[src/rtl/csr_pkg.sv]
// Constants, types and field layout for the charger status register bank
package csr_pkg;

  // ----------------------------------------------------------------
  // Register offsets
  // ----------------------------------------------------------------
  localparam logic [7:0] CSR_ADDR_STATUS_ONE  = 8'h0b;
  localparam logic [7:0] CSR_ADDR_STATUS_TWO  = 8'h0c;
  localparam logic [7:0] CSR_ADDR_THERMISTOR  = 8'h0d;
  localparam logic [7:0] CSR_ADDR_FAULT       = 8'h0e;

  // ----------------------------------------------------------------
  // Field positions
  // ----------------------------------------------------------------
  localparam int CSR_S1_IREG_BIT     = 6;
  localparam int CSR_S1_VREG_BIT     = 5;
  localparam int CSR_S1_TREG_BIT     = 4;
  localparam int CSR_S1_WDOG_BIT     = 3;
  localparam int CSR_S2_PGOOD_BIT    = 7;
  localparam int CSR_S2_SRC_LSB      = 4;
  localparam int CSR_S2_ICO_LSB      = 1;
  localparam int CSR_F_OVP_BIT       = 7;
  localparam int CSR_F_TSHUT_BIT     = 6;
  localparam int CSR_F_TIMER_BIT     = 4;

  // ----------------------------------------------------------------
  // Reset values and counts
  // ----------------------------------------------------------------
  localparam logic [7:0] CSR_READ_RESET    = 8'h00;
  localparam logic [2:0] CSR_WEAK_LIMIT    = 3'h7;
  localparam logic [2:0] CSR_WEAK_RESET    = 3'h0;

  // ----------------------------------------------------------------
  // Encodings
  // ----------------------------------------------------------------
  typedef enum logic [2:0] {
    CSR_PH_IDLE    = 3'b000,
    CSR_PH_TRICKLE = 3'b001,
    CSR_PH_PRE     = 3'b010,
    CSR_PH_CC      = 3'b011,
    CSR_PH_CV      = 3'b100,
    CSR_PH_TOPOFF  = 3'b101,
    CSR_PH_DONE    = 3'b110
  } csr_phase_t;

  typedef enum logic [2:0] {
    CSR_SRC_NONE    = 3'b000,
    CSR_SRC_SDP     = 3'b001,
    CSR_SRC_CDP     = 3'b010,
    CSR_SRC_DCP     = 3'b011,
    CSR_SRC_WEAK    = 3'b100,
    CSR_SRC_UNKNOWN = 3'b101,
    CSR_SRC_NONSTD  = 3'b110
  } csr_source_t;

  // Live conditions from the charger core, same clock domain
  typedef struct packed {
    logic       input_current_reg_active;
    logic       input_voltage_reg_active;
    logic       die_thermal_reg_active;
    logic       watchdog_expired;
    logic       input_power_good;
    logic [2:0] input_source_type;
    logic [1:0] current_optimizer_state;
    logic [2:0] battery_temp_zone;
    logic       input_overvoltage_active;
    logic       thermal_shutdown_active;
    logic       safety_timer_expired;
    logic       battery_below_short;
    logic       battery_in_low_window;
    logic [2:0] core_charge_phase;
  } csr_status_in_t;

endpackage : csr_pkg

[src/rtl/csr_charger_status.sv]
// Charger status register bank with charge phase event flag
`timescale 1ns/1ps
module csr_charger_status
(
  input  wire logic                    REF_CLK,
  input  wire logic                    SRST,
  input  wire logic                    CLK_EN,
  input  wire csr_pkg::csr_status_in_t STATUS_IN,
  input  wire logic                    WEAK_SOURCE_STROBE,
  input  wire logic                    WEAK_SOURCE_SEEN,
  input  wire logic                    RD_EN,
  input  wire logic                    WR_EN,
  input  wire logic [7:0]              ADDR,
  input  wire logic                    EVENT_SERVICE,
  output logic [7:0]                   RD_DATA,
  output logic                         RD_VALID,
  output logic                         CHARGE_PHASE_EVENT
);

  // ----------------------------------------------------------------
  // Status assembly
  // ----------------------------------------------------------------
  logic [2:0] weak_count;
  logic [2:0] next_weak_count;
  logic [2:0] phase_prev;
  logic [2:0] next_phase_prev;
  logic [2:0] charge_phase;
  logic [2:0] source_code;
  logic [7:0] status_one;
  logic [7:0] status_two;
  logic [7:0] thermistor_status;
  logic [7:0] fault_status;
  logic [7:0] next_rd_data;
  logic       next_rd_valid;
  logic       next_event;

  always_comb
  begin
    if (STATUS_IN.battery_below_short)
      charge_phase = csr_pkg::CSR_PH_TRICKLE;
    else if (STATUS_IN.battery_in_low_window)
      charge_phase = csr_pkg::CSR_PH_PRE;
    else
      charge_phase = STATUS_IN.core_charge_phase;
    if (weak_count == csr_pkg::CSR_WEAK_LIMIT)
      source_code = csr_pkg::CSR_SRC_WEAK;
    else
      source_code = STATUS_IN.input_source_type;
    status_one = csr_pkg::CSR_READ_RESET;
    status_one[csr_pkg::CSR_S1_IREG_BIT] = STATUS_IN.input_current_reg_active;
    status_one[csr_pkg::CSR_S1_VREG_BIT] = STATUS_IN.input_voltage_reg_active;
    status_one[csr_pkg::CSR_S1_TREG_BIT] = STATUS_IN.die_thermal_reg_active;
    status_one[csr_pkg::CSR_S1_WDOG_BIT] = STATUS_IN.watchdog_expired;
    status_one[2:0] = charge_phase;
    status_two = csr_pkg::CSR_READ_RESET;
    status_two[csr_pkg::CSR_S2_PGOOD_BIT] = STATUS_IN.input_power_good;
    status_two[csr_pkg::CSR_S2_SRC_LSB +: 3] = source_code;
    status_two[csr_pkg::CSR_S2_ICO_LSB +: 2] = STATUS_IN.current_optimizer_state;
    thermistor_status = csr_pkg::CSR_READ_RESET;
    thermistor_status[2:0] = STATUS_IN.battery_temp_zone;
    fault_status = csr_pkg::CSR_READ_RESET;
    fault_status[csr_pkg::CSR_F_OVP_BIT] = STATUS_IN.input_overvoltage_active;
    fault_status[csr_pkg::CSR_F_TSHUT_BIT] = STATUS_IN.thermal_shutdown_active;
    fault_status[csr_pkg::CSR_F_TIMER_BIT] = STATUS_IN.safety_timer_expired;
  end

  // ----------------------------------------------------------------
  // Next-state logic
  // ----------------------------------------------------------------
  always_comb
  begin
    next_weak_count = weak_count;
    if (WEAK_SOURCE_STROBE)
    begin
      if (!WEAK_SOURCE_SEEN)
        next_weak_count = csr_pkg::CSR_WEAK_RESET;
      else if (weak_count != csr_pkg::CSR_WEAK_LIMIT)
        next_weak_count = weak_count + 3'h1;
    end
    // No input power with no weak source seen clears the history so a new source starts fresh
    if (!STATUS_IN.input_power_good && !WEAK_SOURCE_SEEN)
      next_weak_count = csr_pkg::CSR_WEAK_RESET;
    next_phase_prev = charge_phase;
    // sticky phase event, set wins over service
    next_event = CHARGE_PHASE_EVENT;
    if (EVENT_SERVICE)
      next_event = 1'b0;
    if (charge_phase != phase_prev)
      next_event = 1'b1;
    next_rd_valid = RD_EN && !WR_EN;
    next_rd_data = csr_pkg::CSR_READ_RESET;
    if (RD_EN && !WR_EN)
    begin
      unique case (ADDR)
        csr_pkg::CSR_ADDR_STATUS_ONE: next_rd_data = status_one;
        csr_pkg::CSR_ADDR_STATUS_TWO: next_rd_data = status_two;
        csr_pkg::CSR_ADDR_THERMISTOR: next_rd_data = thermistor_status;
        csr_pkg::CSR_ADDR_FAULT:      next_rd_data = fault_status;
        // Unmapped addresses read zero rather than stale data
        default:                      next_rd_data = csr_pkg::CSR_READ_RESET;
      endcase
    end
  end

  // ----------------------------------------------------------------
  // State registers
  // ----------------------------------------------------------------
  always_ff @(posedge REF_CLK)
  begin
    if (SRST)
    begin
      weak_count         <= csr_pkg::CSR_WEAK_RESET;
      phase_prev         <= csr_pkg::CSR_PH_IDLE;
      CHARGE_PHASE_EVENT <= 1'b0;
      RD_DATA            <= csr_pkg::CSR_READ_RESET;
      RD_VALID           <= 1'b0;
    end
    else if (CLK_EN)
    begin
      weak_count         <= next_weak_count;
      phase_prev         <= next_phase_prev;
      CHARGE_PHASE_EVENT <= next_event;
      RD_DATA            <= next_rd_data;
      RD_VALID           <= next_rd_valid;
    end
  end

endmodule : csr_charger_status

[config.mk]
export PLATFORM = sky130hd
export DESIGN_NAME = csr_charger_status
export DESIGN_NICKNAME = d
export VERILOG_FILES = /design/src/rtl/csr_pkg.sv /design/src/rtl/csr_charger_status.sv
export SDC_FILE = /design/constraint.sdc
export NUM_CORES = 1
export LEC_CHECK = 0
export ABC_AREA = 1
export ABC_CLOCK_PERIOD_IN_PS = 3650
export BUFFER_PORTS_ARGS = -buffer_cell sky130_fd_sc_hd__buf_2
export CAP_MARGIN = 20
export CORE_UTILIZATION = 49
export DETAILED_ROUTE_END_ITERATION = 16
export MAX_ROUTING_LAYER = met4
export PLACE_DENSITY = 0.84
export SYNTH_ARGS = -nofsm -noshare
export SYNTH_HDL_FRONTEND = slang
export SYNTH_SLANG_ARGS = --single-unit
[constraint.sdc]
create_clock -name REF_CLK -period 3.65 [get_ports REF_CLK]
set_input_delay 0.1825 -clock REF_CLK [delete_from_list [all_inputs] [get_ports REF_CLK]]
set_output_delay 0.1825 -clock REF_CLK [all_outputs]
set_load 0.01 [all_outputs]
; Word-level counts from Yosys, hierarchy flattened
; Cells that the tools add are included.
[word_totals]
reg_bits = 16
out_inout_bits = 10
word_cells = 34
[op_classes]
add_sub_neg = 1
n_eq_ne = 8
mux = 11
reduce_logical = 9
[ops]
columns = op, n
row1 = $eq A8 B4 Y1 const B, 4
row2 = $pmux W8 S4, 1
row3 = $mux W3, 7
row4 = $mux W8, 1
row5 = $reduce_bool A2 Y1, 2
row6 = $add A3 B1 Y3 const B, 1
row7 = $eq A3 B3 Y1 const B, 1
row8 = $logic_not A1 Y1, 3
row9 = $ne A3 B1 Y1 const B, 1
row10 = $ne A3 B3 Y1, 1
row11 = $ne A3 B3 Y1 const B, 1
row12 = $reduce_and A3 Y1, 1
row13 = $logic_and A1 B1 Y1, 2
row14 = $mux W1, 2
row15 = $reduce_and A2 Y1, 1

; Depth between registers and ports, before layout
; Gate-level depths: netlist (run 1).
[logic_depth]
word_depth = 5
depth_mapped = 8
mapped_depth_nobuf = 8

; Least setup slack after synthesis (run 1)
; Ideal clock, no wire load.
[synth_path]
path_kind = register to register
from = register weak_count[0]
to = register RD_DATA[6]
setup_time_ns = 0.132
arrival_ns = 1.209
path_slack_ns = 2.308
path_stages_with_launch = 8
path_buffers = 0
period_less_slack_ns = 1.342
path_cell_list = dfxtp_1 > ha_1 > ha_1 > or2_2 > nand3_1 > nand3_1 > nand3_1 > a21oi_1
[synth_between]
elab_chain_len = 4
[synth_lines]
columns = item, line_no
row1 = "start, declared", csr_charger_status.sv:23  ; logic [2:0] weak_count;
row2 = "start signal, assigned", csr_charger_status.sv:112  ; weak_count <= csr_pkg::CSR_WEAK_RESET;
row3 = "start signal, assigned", csr_charger_status.sv:120  ; weak_count <= next_weak_count;
row4 = $eq A3 B3 Y1, csr_charger_status.sv:45  ; if (weak_count == csr_pkg::CSR_WEAK_LIMIT)
row5 = $mux W3, csr_charger_status.sv:45
row6 = $pmux W8 S4, csr_charger_status.sv:94  ; unique case (ADDR)
row7 = $mux W8, csr_charger_status.sv:92  ; if (RD_EN && !WR_EN)
row8 = "end signal, assigned", csr_charger_status.sv:115  ; RD_DATA <= csr_pkg::CSR_READ_RESET;
row9 = "end signal, assigned", csr_charger_status.sv:123  ; RD_DATA <= next_rd_data;
row10 = "end, declared", csr_charger_status.sv:15  ; output logic [7:0] RD_DATA,
; No other way between the ends.
; A chain may end at the register's enable or synchronous reset.

; Worst setup path after layout (run 1)
; Same ends and word-level chain as after synthesis.

==> flow_results.xml, run 1 <==
<?xml version="1.0" encoding="UTF-8"?>
<metrics>
  <group name="timing">
    <metric name="finClkSkew" unit="ns">0.00627</metric>
    <metric name="grt_setup_unrepaired" unit="">no</metric>
    <metric name="postLayoutSetupSlackWorst" unit="ns">2.21</metric>
    <metric name="timing.slew.headroom" unit="">0.701</metric>
    <metric name="fin_crit" unit="ns">1.44</metric>
    <metric name="timing_hold_violations_final" unit="">0</metric>
    <metric name="setup_viol" unit="">0</metric>
    <metric name="finalSetupTns" unit="ns">0</metric>
    <metric name="worst_slew_pin_slew" unit="ns">0.447</metric>
    <metric name="fmaxAchievable" unit="MHz">695</metric>
    <metric name="fin_crit_sh" unit="">0.394</metric>
    <metric name="slew_viol_final" unit="">0</metric>
  </group>
  <group name="power_and_ir_drop">
    <metric name="p_leak" unit="nW">0.674</metric>
    <metric name="design_power_total" unit="uW">370</metric>
    <metric name="p_per_area" unit="nW/um^2">292</metric>
    <metric name="worst_ir_drop_vdd" unit="V">0.000180</metric>
  </group>
  <group name="setup_path">
    <metric name="worst_setup_path_end_kind" unit="">flip-flop</metric>
    <metric name="critical_path.cell_chain" unit="">ha_1 &gt; ha_1 &gt; or2_2 &gt; nand3_1 &gt; nand3_1 &gt; nand3_1 &gt; a21oi_1</metric>
    <metric name="slowest_stage_cell_on_the_critical_path" unit="">dfxtp_1</metric>
    <metric name="worst-path-buf-inv" unit="">0</metric>
    <metric name="critPathArrivalTime" unit="ns">1.62</metric>
    <metric name="worst_ep_required_time" unit="ns">3.83</metric>
    <metric name="start_kind" unit="">flip-flop</metric>
    <metric name="timing.critical_path.slowest_cell_delay" unit="ns">0.34</metric>
    <metric name="timing.critical_path.max_delay_family" unit="">simple AND/OR/NAND/NOR gates</metric>
    <metric name="critical_path_class" unit="">reg -&gt; reg</metric>
    <metric name="max_fo_critical_path" unit="">4</metric>
    <metric name="cpMostUsedCell" unit="">nand3_1</metric>
  </group>
  <group name="finish">
    <metric name="final_core_utilization" unit="">0.694</metric>
    <metric name="multi_input_area" unit="um^2">571</metric>
    <metric name="num_antenna_cells" unit="">0</metric>
    <metric name="flow.area_growth_from_synthesis" unit="%">27.2</metric>
    <metric name="final_layout_size_suffix_gt1_frac" unit="">0.298</metric>
    <metric name="flip_flop_and_latch_area" unit="um^2">320</metric>
    <metric name="design.final.nets" unit="">238</metric>
    <metric name="fin_cells" unit="">223</metric>
    <metric name="layout.filler_cells" unit="">176</metric>
  </group>
  <group name="logic_synthesis">
    <metric name="synth-compound-area-share" unit="">0.123</metric>
    <metric name="synthDominantCellAreaShare" unit="">0.322</metric>
    <metric name="async_reset_ff_frac" unit="">0</metric>
    <metric name="synth_cells" unit="">152</metric>
    <metric name="synth-warning-count" unit="">0</metric>
    <metric name="xor_xnor_share_of_the_synthesized_area" unit="">0</metric>
    <metric name="yosys_most_used_dff" unit="">dfxtp_1</metric>
    <metric name="postSynthAreaPerCell" unit="um^2">6.54</metric>
    <metric name="synth_mux_area_frac" unit="">0</metric>
    <metric name="synth_enable_flop_cells" unit="">0</metric>
    <metric name="netlist.top_cell.by_area" unit="">dfxtp_1</metric>
    <metric name="ys_ff_latch" unit="">16</metric>
    <metric name="simple_logic_cell_fraction_of_the_synthesized_area" unit="">0.426</metric>
    <metric name="yosys-top-cells-count" unit="">nand2_1, nand3_1, inv_1</metric>
    <metric name="post_synth_num_cell_types" unit="">20</metric>
    <metric name="ys_seq_area_frac" unit="">0.322</metric>
    <metric name="synth.net_count" unit="">191</metric>
    <metric name="synth_top_family_by_area" unit="">simple AND/OR/NAND/NOR gates</metric>
    <metric name="synth_fa_ha_area_frac" unit="">0.0252</metric>
    <metric name="mappedNetlistArea" unit="um^2">993</metric>
    <metric name="synth_top_cells_by_area" unit="">dfxtp_1, nand3_1, nand2_1</metric>
    <metric name="synth_most_common_cell" unit="">nand2_1</metric>
  </group>
  <group name="global_routing">
    <metric name="grt_pass1_vias" unit="">998</metric>
    <metric name="globalRouteOverflowTotal" unit="">0</metric>
    <metric name="grt_start_max_net_pins" unit="">20</metric>
    <metric name="wire_length_of_the_first_global_routing_pass" unit="um">3980</metric>
    <metric name="grt_usage" unit="">0.262</metric>
    <metric name="antenna_found_initial" unit="">0</metric>
  </group>
  <group name="clock_tree">
    <metric name="ctsHoldBuffers" unit="">0</metric>
    <metric name="postCtsResizedCells" unit="">0</metric>
    <metric name="tritoncts.num_buffers" unit="">3</metric>
    <metric name="cts.sinks" unit="">16</metric>
    <metric name="cts_htree_levels" unit="">1</metric>
    <metric name="clkTransAtPathRegs" unit="ns">0.10</metric>
    <metric name="clk_latency" unit="ns">0.29</metric>
    <metric name="cts.repair_timing.setup_buffer_count" unit="">0</metric>
    <metric name="cts_tree" unit="">done</metric>
    <metric name="root_buffer" unit="">clkbuf_4</metric>
    <metric name="cts-root-to-sink-buffers" unit="">2</metric>
  </group>
  <group name="routing">
    <metric name="drcViolationCount" unit="">0</metric>
    <metric name="drc_marker_count_from_the_first_detailed_route_iteration" unit="">33</metric>
    <metric name="via_per_inst" unit="">5.10</metric>
    <metric name="drt_pass1_iterations" unit="">4</metric>
    <metric name="wirelength" unit="um">2490</metric>
    <metric name="vias" unit="">1138</metric>
    <metric name="drt_antenna_net_count" unit="">0</metric>
    <metric name="avgRoutedWirePerCell" unit="um">11.1</metric>
  </group>
  <group name="die">
    <metric name="fp-row-count" unit="">15</metric>
    <metric name="core_area" unit="um^2">1820</metric>
    <metric name="floorplan.die.width" unit="um">47.0</metric>
    <metric name="num_io_pins" unit="">47</metric>
    <metric name="dieArea" unit="um^2">2210</metric>
    <metric name="effective_utilization_at_floorplan" unit="">0.546</metric>
    <metric name="die_h" unit="um">47.0</metric>
  </group>
  <group name="placed_design">
    <metric name="dp_hpwl" unit="um">1970</metric>
    <metric name="finalWeightedCongestion" unit="">0.825</metric>
    <metric name="detailedPlace.worstSlack" unit="ns">2.24</metric>
    <metric name="placed_cells_incl_taps" unit="">219</metric>
    <metric name="portBuffers" unit="">46</metric>
  </group>
  <group name="job">
    <metric name="drv_cap" unit="">0</metric>
  </group>
  <group name="min_path">
    <metric name="hold_path.class" unit="">in -&gt; reg</metric>
  </group>
  <group name="outcome">
    <metric name="outcome" unit="">completed</metric>
  </group>
</metrics>
-- area by class of cell --
cell class	count	share of cell area
multi-input cells	112	0.451
flip-flops and latches	16	0.253
repair buffers	46	0.182
inverters	20	0.0594
clock buffers	4	0.0287
well taps	25	0.0248
-- tightest hold or removal path, cell delays in order --
cell	delay [ns]
buf_2	0.08
nand2_1	0.04
nand2_1	0.05
a21oi_1	0.05
-- worst paths after layout --
check | start | end | slack [ns] | cells past startpoint
hold / removal | EVENT_SERVICE | CHARGE_PHASE_EVENT | 0.15 | 4
setup reg to reg | weak_count[0] | RD_DATA[6] | 2.21 | 7
hold reg to reg | RD_DATA[7] | RD_DATA[7] | 0.47 | 2
setup / recovery | weak_count[0] | RD_DATA[6] | 2.21 | 7
-- placed cells by master (no fill, tap or decap), drive strengths merged --
master   n
ha       2
clkbuf   4
inv     20
buf     46
nand2   39
or2      1
o21ai    5
o211ai   1
nor2    14
nand3b   2
nor3     1
nand4    1
nand3   29
a21oi   17
dfxtp   16
-- routing by layer --
metal  global-route usage  vias up  share of wire
met2                0.469       39           0.52
li1                     -      586              -
met4               0.0971        0          0.016
met1                0.283      507           0.42
met3               0.0500        6          0.043
met5                    -        -              0
-- power breakdown --
group / total, mW / leakage (nW) / internal [mW] / switching [mW]
registers: 0.182 / 0.130 / 0.179 / 0.00301
logic: 0.0671 / 0.522 / 0.0275 / 0.0396
clock network: 0.120 / 0.0210 / 0.0607 / 0.0595
total: 0.370 / 0.674 / 0.268 / 0.102
-- state kept, by name (all words and copies together), names as in the netlist --
register / flops
CHARGE_PHASE_EVENT: 1
RD_DATA: 8
RD_VALID: 1
phase_prev: 3
weak_count: 3
-- stage by stage --
step | cell area, um^2 | hold WS [ns]
2_1_floorplan | 993 | 0.252
5_1_grt | 1260 | 0.175
4_1_cts | 1260 | 0.157
3_5_place_dp | 1230 | 0.455
6_report | 1260 | 0.153
3_3_place_gp | 1230 | 0.449
-- kinds of logic after synthesis --
group,Yosys count
AOI/OAI and AO/OA,23
adders and majority gates,2
buffers and inverters,24
DFF,16
and+or+nand+nor,87
(Power assumes the default switching activity.)
==> inputs of run 2 (changes only) <==
--- a/config.mk
+++ b/config.mk
@@ -6,13 +6,13 @@
 export NUM_CORES = 1
 export LEC_CHECK = 0
 export ABC_AREA = 1
-export ABC_CLOCK_PERIOD_IN_PS = 3650
+export ABC_CLOCK_PERIOD_IN_PS = 1200
 export BUFFER_PORTS_ARGS = -buffer_cell sky130_fd_sc_hd__buf_2
 export CAP_MARGIN = 20
-export CORE_UTILIZATION = 49
+export CORE_UTILIZATION = 41
 export DETAILED_ROUTE_END_ITERATION = 16
 export MAX_ROUTING_LAYER = met4
-export PLACE_DENSITY = 0.84
+export PLACE_DENSITY = 0.75
 export SYNTH_ARGS = -nofsm -noshare
 export SYNTH_HDL_FRONTEND = slang
 export SYNTH_SLANG_ARGS = --single-unit
==> constraint.sdc (replaced) <==
create_clock -name REF_CLK -period 1.2 [get_ports REF_CLK]
set_input_delay 0.06 -clock REF_CLK [delete_from_list [all_inputs] [get_ports REF_CLK]]
set_output_delay 0.06 -clock REF_CLK [all_outputs]
set_load 0.01 [all_outputs]
==> flow_results.xml, run 2 (synthesis results as in run 1) <==
<?xml version="1.0" encoding="UTF-8"?>
<metrics>
  <group name="setup_path">
    <metric name="max_fo_critical_path" unit="">4</metric>
    <metric name="crit_path_start" unit="">weak_count[1]</metric>
    <metric name="crit-reg2reg-launch" unit="">weak_count[1]</metric>
    <metric name="worst_setup_path_end_kind" unit="">flip-flop</metric>
    <metric name="timing.critical_path.max_delay_family" unit="">simple AND/OR/NAND/NOR gates</metric>
    <metric name="critPathArrivalTime" unit="ns">1.43</metric>
    <metric name="timing.critical_path.slowest_cell_delay" unit="ns">0.35</metric>
    <metric name="worst_ep_required_time" unit="ns">1.37</metric>
    <metric name="cpMostUsedCell" unit="">nand3_2</metric>
    <metric name="critical_path_class" unit="">reg -&gt; reg</metric>
    <metric name="slowest_stage_cell_on_the_critical_path" unit="">dfxtp_2</metric>
    <metric name="critical_path.cell_chain" unit="">ha_4 &gt; ha_4 &gt; or2_4 &gt; nand3_2 &gt; nand3_2 &gt; nand3_2 &gt; a21oi_2</metric>
    <metric name="start_kind" unit="">flip-flop</metric>
    <metric name="worst-path-buf-inv" unit="">0</metric>
  </group>
  <group name="die">
    <metric name="core_area" unit="um^2">2250</metric>
    <metric name="num_io_pins" unit="">47</metric>
    <metric name="floorplan.die.width" unit="um">51.2</metric>
    <metric name="effective_utilization_at_floorplan" unit="">0.441</metric>
    <metric name="dieArea" unit="um^2">2620</metric>
    <metric name="fp-row-count" unit="">17</metric>
    <metric name="die_h" unit="um">51.2</metric>
  </group>
  <group name="clock_tree">
    <metric name="ctsHoldBuffers" unit="">0</metric>
    <metric name="cts.sinks" unit="">16</metric>
    <metric name="cts_htree_levels" unit="">1</metric>
    <metric name="clkTransAtPathRegs" unit="ns">0.09</metric>
    <metric name="root_buffer" unit="">clkbuf_4</metric>
    <metric name="clk_latency" unit="ns">0.28</metric>
    <metric name="tritoncts.num_buffers" unit="">3</metric>
    <metric name="cts-root-to-sink-buffers" unit="">2</metric>
    <metric name="cts_tree" unit="">done</metric>
  </group>
  <group name="power_and_ir_drop">
    <metric name="p_per_area" unit="nW/um^2">830</metric>
    <metric name="worst_ir_drop_vdd" unit="V">0.000938</metric>
    <metric name="design_power_total" unit="mW">1.13</metric>
    <metric name="p_leak" unit="nW">0.702</metric>
  </group>
  <group name="global_routing">
    <metric name="wire_length_of_the_first_global_routing_pass" unit="um">4120</metric>
    <metric name="grt_usage" unit="">0.215</metric>
    <metric name="antenna_found_initial" unit="">0</metric>
    <metric name="grt_pass1_vias" unit="">974</metric>
    <metric name="globalRouteOverflowTotal" unit="">0</metric>
    <metric name="grt_start_max_net_pins" unit="">20</metric>
  </group>
  <group name="finish">
    <metric name="design.final.nets" unit="">241</metric>
    <metric name="register_with_the_most_flip_flops" unit="">RD_DATA</metric>
    <metric name="num_antenna_cells" unit="">0</metric>
    <metric name="mostFrequentLayoutCells" unit="">buf_2, nand2_1, nand3_1</metric>
    <metric name="final_layout_size_suffix_gt1_frac" unit="">0.363</metric>
    <metric name="fin_cells" unit="">229</metric>
    <metric name="largest_reg_flops" unit="">8</metric>
    <metric name="largest_registers" unit="">RD_DATA x8, phase_prev x3, weak_count x3</metric>
    <metric name="flow.area_growth_from_synthesis" unit="%">37.2</metric>
    <metric name="layout_commonest_cell" unit="">buf_2</metric>
    <metric name="stdcell_area" unit="um^2">1360</metric>
    <metric name="final_core_utilization" unit="">0.604</metric>
  </group>
  <group name="timing">
    <metric name="timing.slew.headroom" unit="">0.782</metric>
    <metric name="timing_hold_violations_final" unit="">0</metric>
    <metric name="fmaxAchievable" unit="MHz">796</metric>
    <metric name="fin_crit" unit="ns">1.26</metric>
    <metric name="worst_slew_pin_slew" unit="ns">0.324</metric>
    <metric name="fin_crit_sh" unit="">1.05</metric>
    <metric name="fin_worst_hold_slack" unit="ns">0.0315</metric>
    <metric name="postLayoutSetupSlackWorst" unit="ns">-0.0556</metric>
    <metric name="slew_viol_final" unit="">0</metric>
    <metric name="finClkSkew" unit="ns">0.00205</metric>
    <metric name="grt_setup_unrepaired" unit="">yes</metric>
    <metric name="setup_viol" unit="">1</metric>
  </group>
  <group name="min_path">
    <metric name="hold_path.startpoint" unit="">EVENT_SERVICE</metric>
    <metric name="hold_path.class" unit="">in -&gt; reg</metric>
  </group>
  <group name="outcome">
    <metric name="outcome" unit="">complete, but fails checks</metric>
    <metric name="failed_checks" unit="">setup timing</metric>
  </group>
  <group name="placed_design">
    <metric name="portBuffers" unit="">46</metric>
    <metric name="finalWeightedCongestion" unit="">0.839</metric>
    <metric name="dp_hpwl" unit="um">2040</metric>
    <metric name="placed_cells_incl_taps" unit="">225</metric>
    <metric name="placement.cell_area" unit="um^2">1290</metric>
  </group>
  <group name="job">
    <metric name="drv_cap" unit="">0</metric>
  </group>
  <group name="routing">
    <metric name="vias" unit="">1146</metric>
    <metric name="avgRoutedWirePerCell" unit="um">11.6</metric>
    <metric name="via_per_inst" unit="">5.00</metric>
    <metric name="drc_marker_count_from_the_first_detailed_route_iteration" unit="">25</metric>
    <metric name="wirelength" unit="um">2660</metric>
    <metric name="drcViolationCount" unit="">0</metric>
    <metric name="drt_antenna_net_count" unit="">0</metric>
    <metric name="drt_pass1_iterations" unit="">4</metric>
  </group>
</metrics>
-- run 2: cell types whose count changed in the layout (fill, tap and decap cells not counted), moves of 2 or more --
cell	before	now
dfxtp_2	0	2
a21oi_2	0	3
ha_4	0	2
nand3_1	29	26
ha_1	2	0
buf_4	0	3
nand3_2	0	3
dfxtp_1	16	14
a21oi_1	17	14
-- run 2: worst reg2reg max path, stage by stage (launching register included) --
cell	delay [ns]
dfxtp_2	0.35
ha_4	0.16
ha_4	0.17
or2_4	0.22
nand3_2	0.06
nand3_2	0.06
nand3_2	0.07
a21oi_2	0.05
-- run 2: layout make-up --
class	instances	area (um^2)
clock buffers	4	36.3
fillers	229	892
inverters	20	75.1
multi-input cells	112	641
flip-flops and latches	16	323
well taps	28	35.0
repair buffers	49	253
-- run 2: path summary, 6_finish.rpt --
| check | slack (ns) | endpoint | cells past startpoint |
|---|---|---|---|
| min | 0.03 | CHARGE_PHASE_EVENT | 4 |
| min reg2reg | 0.46 | RD_DATA[2] | 2 |
| max reg2reg | -0.06 | RD_DATA[6] | 7 |
| max | -0.06 | RD_DATA[6] | 7 |
-- run 2: repair_timing --
| action | 4_1_cts | 5_1_grt |
|---|---|---|
| cloned | 0 | 0 |
| setup endpoints to repair | 3 | 5 |
| pin swaps | 4 | 2 |
| buffers inserted | 0 | 0 |
| gates resized for setup | 7 | 2 |
-- run 2: power by group --
group,total (mW),internal (mW),switching [mW]
Combinational,0.224,0.0946,0.130
Clock,0.351,0.185,0.166
Sequential,0.556,0.546,0.00988
-- run 2: metrics by stage --
stage	worst slack, ns	TNS [ns]
3_5_place_dp	-0.0701	-0.149
2_1_floorplan	0.00672	0
3_3_place_gp	-0.00550	-0.00550
5_1_grt	-0.0843	-0.320
6_report	-0.0556	-0.0556
4_1_cts	-0.0392	-0.0665
-- run 2: per-layer routing --
metal | routed length (um) | share of wire | track usage
met1 | 1110 | 0.42 | 0.255
met2 | 1380 | 0.52 | 0.379
met3 | 147 | 0.055 | 0.0208
met4 | 19 | 0.0072 | 0.0721
met5 | 0 | 0 | -
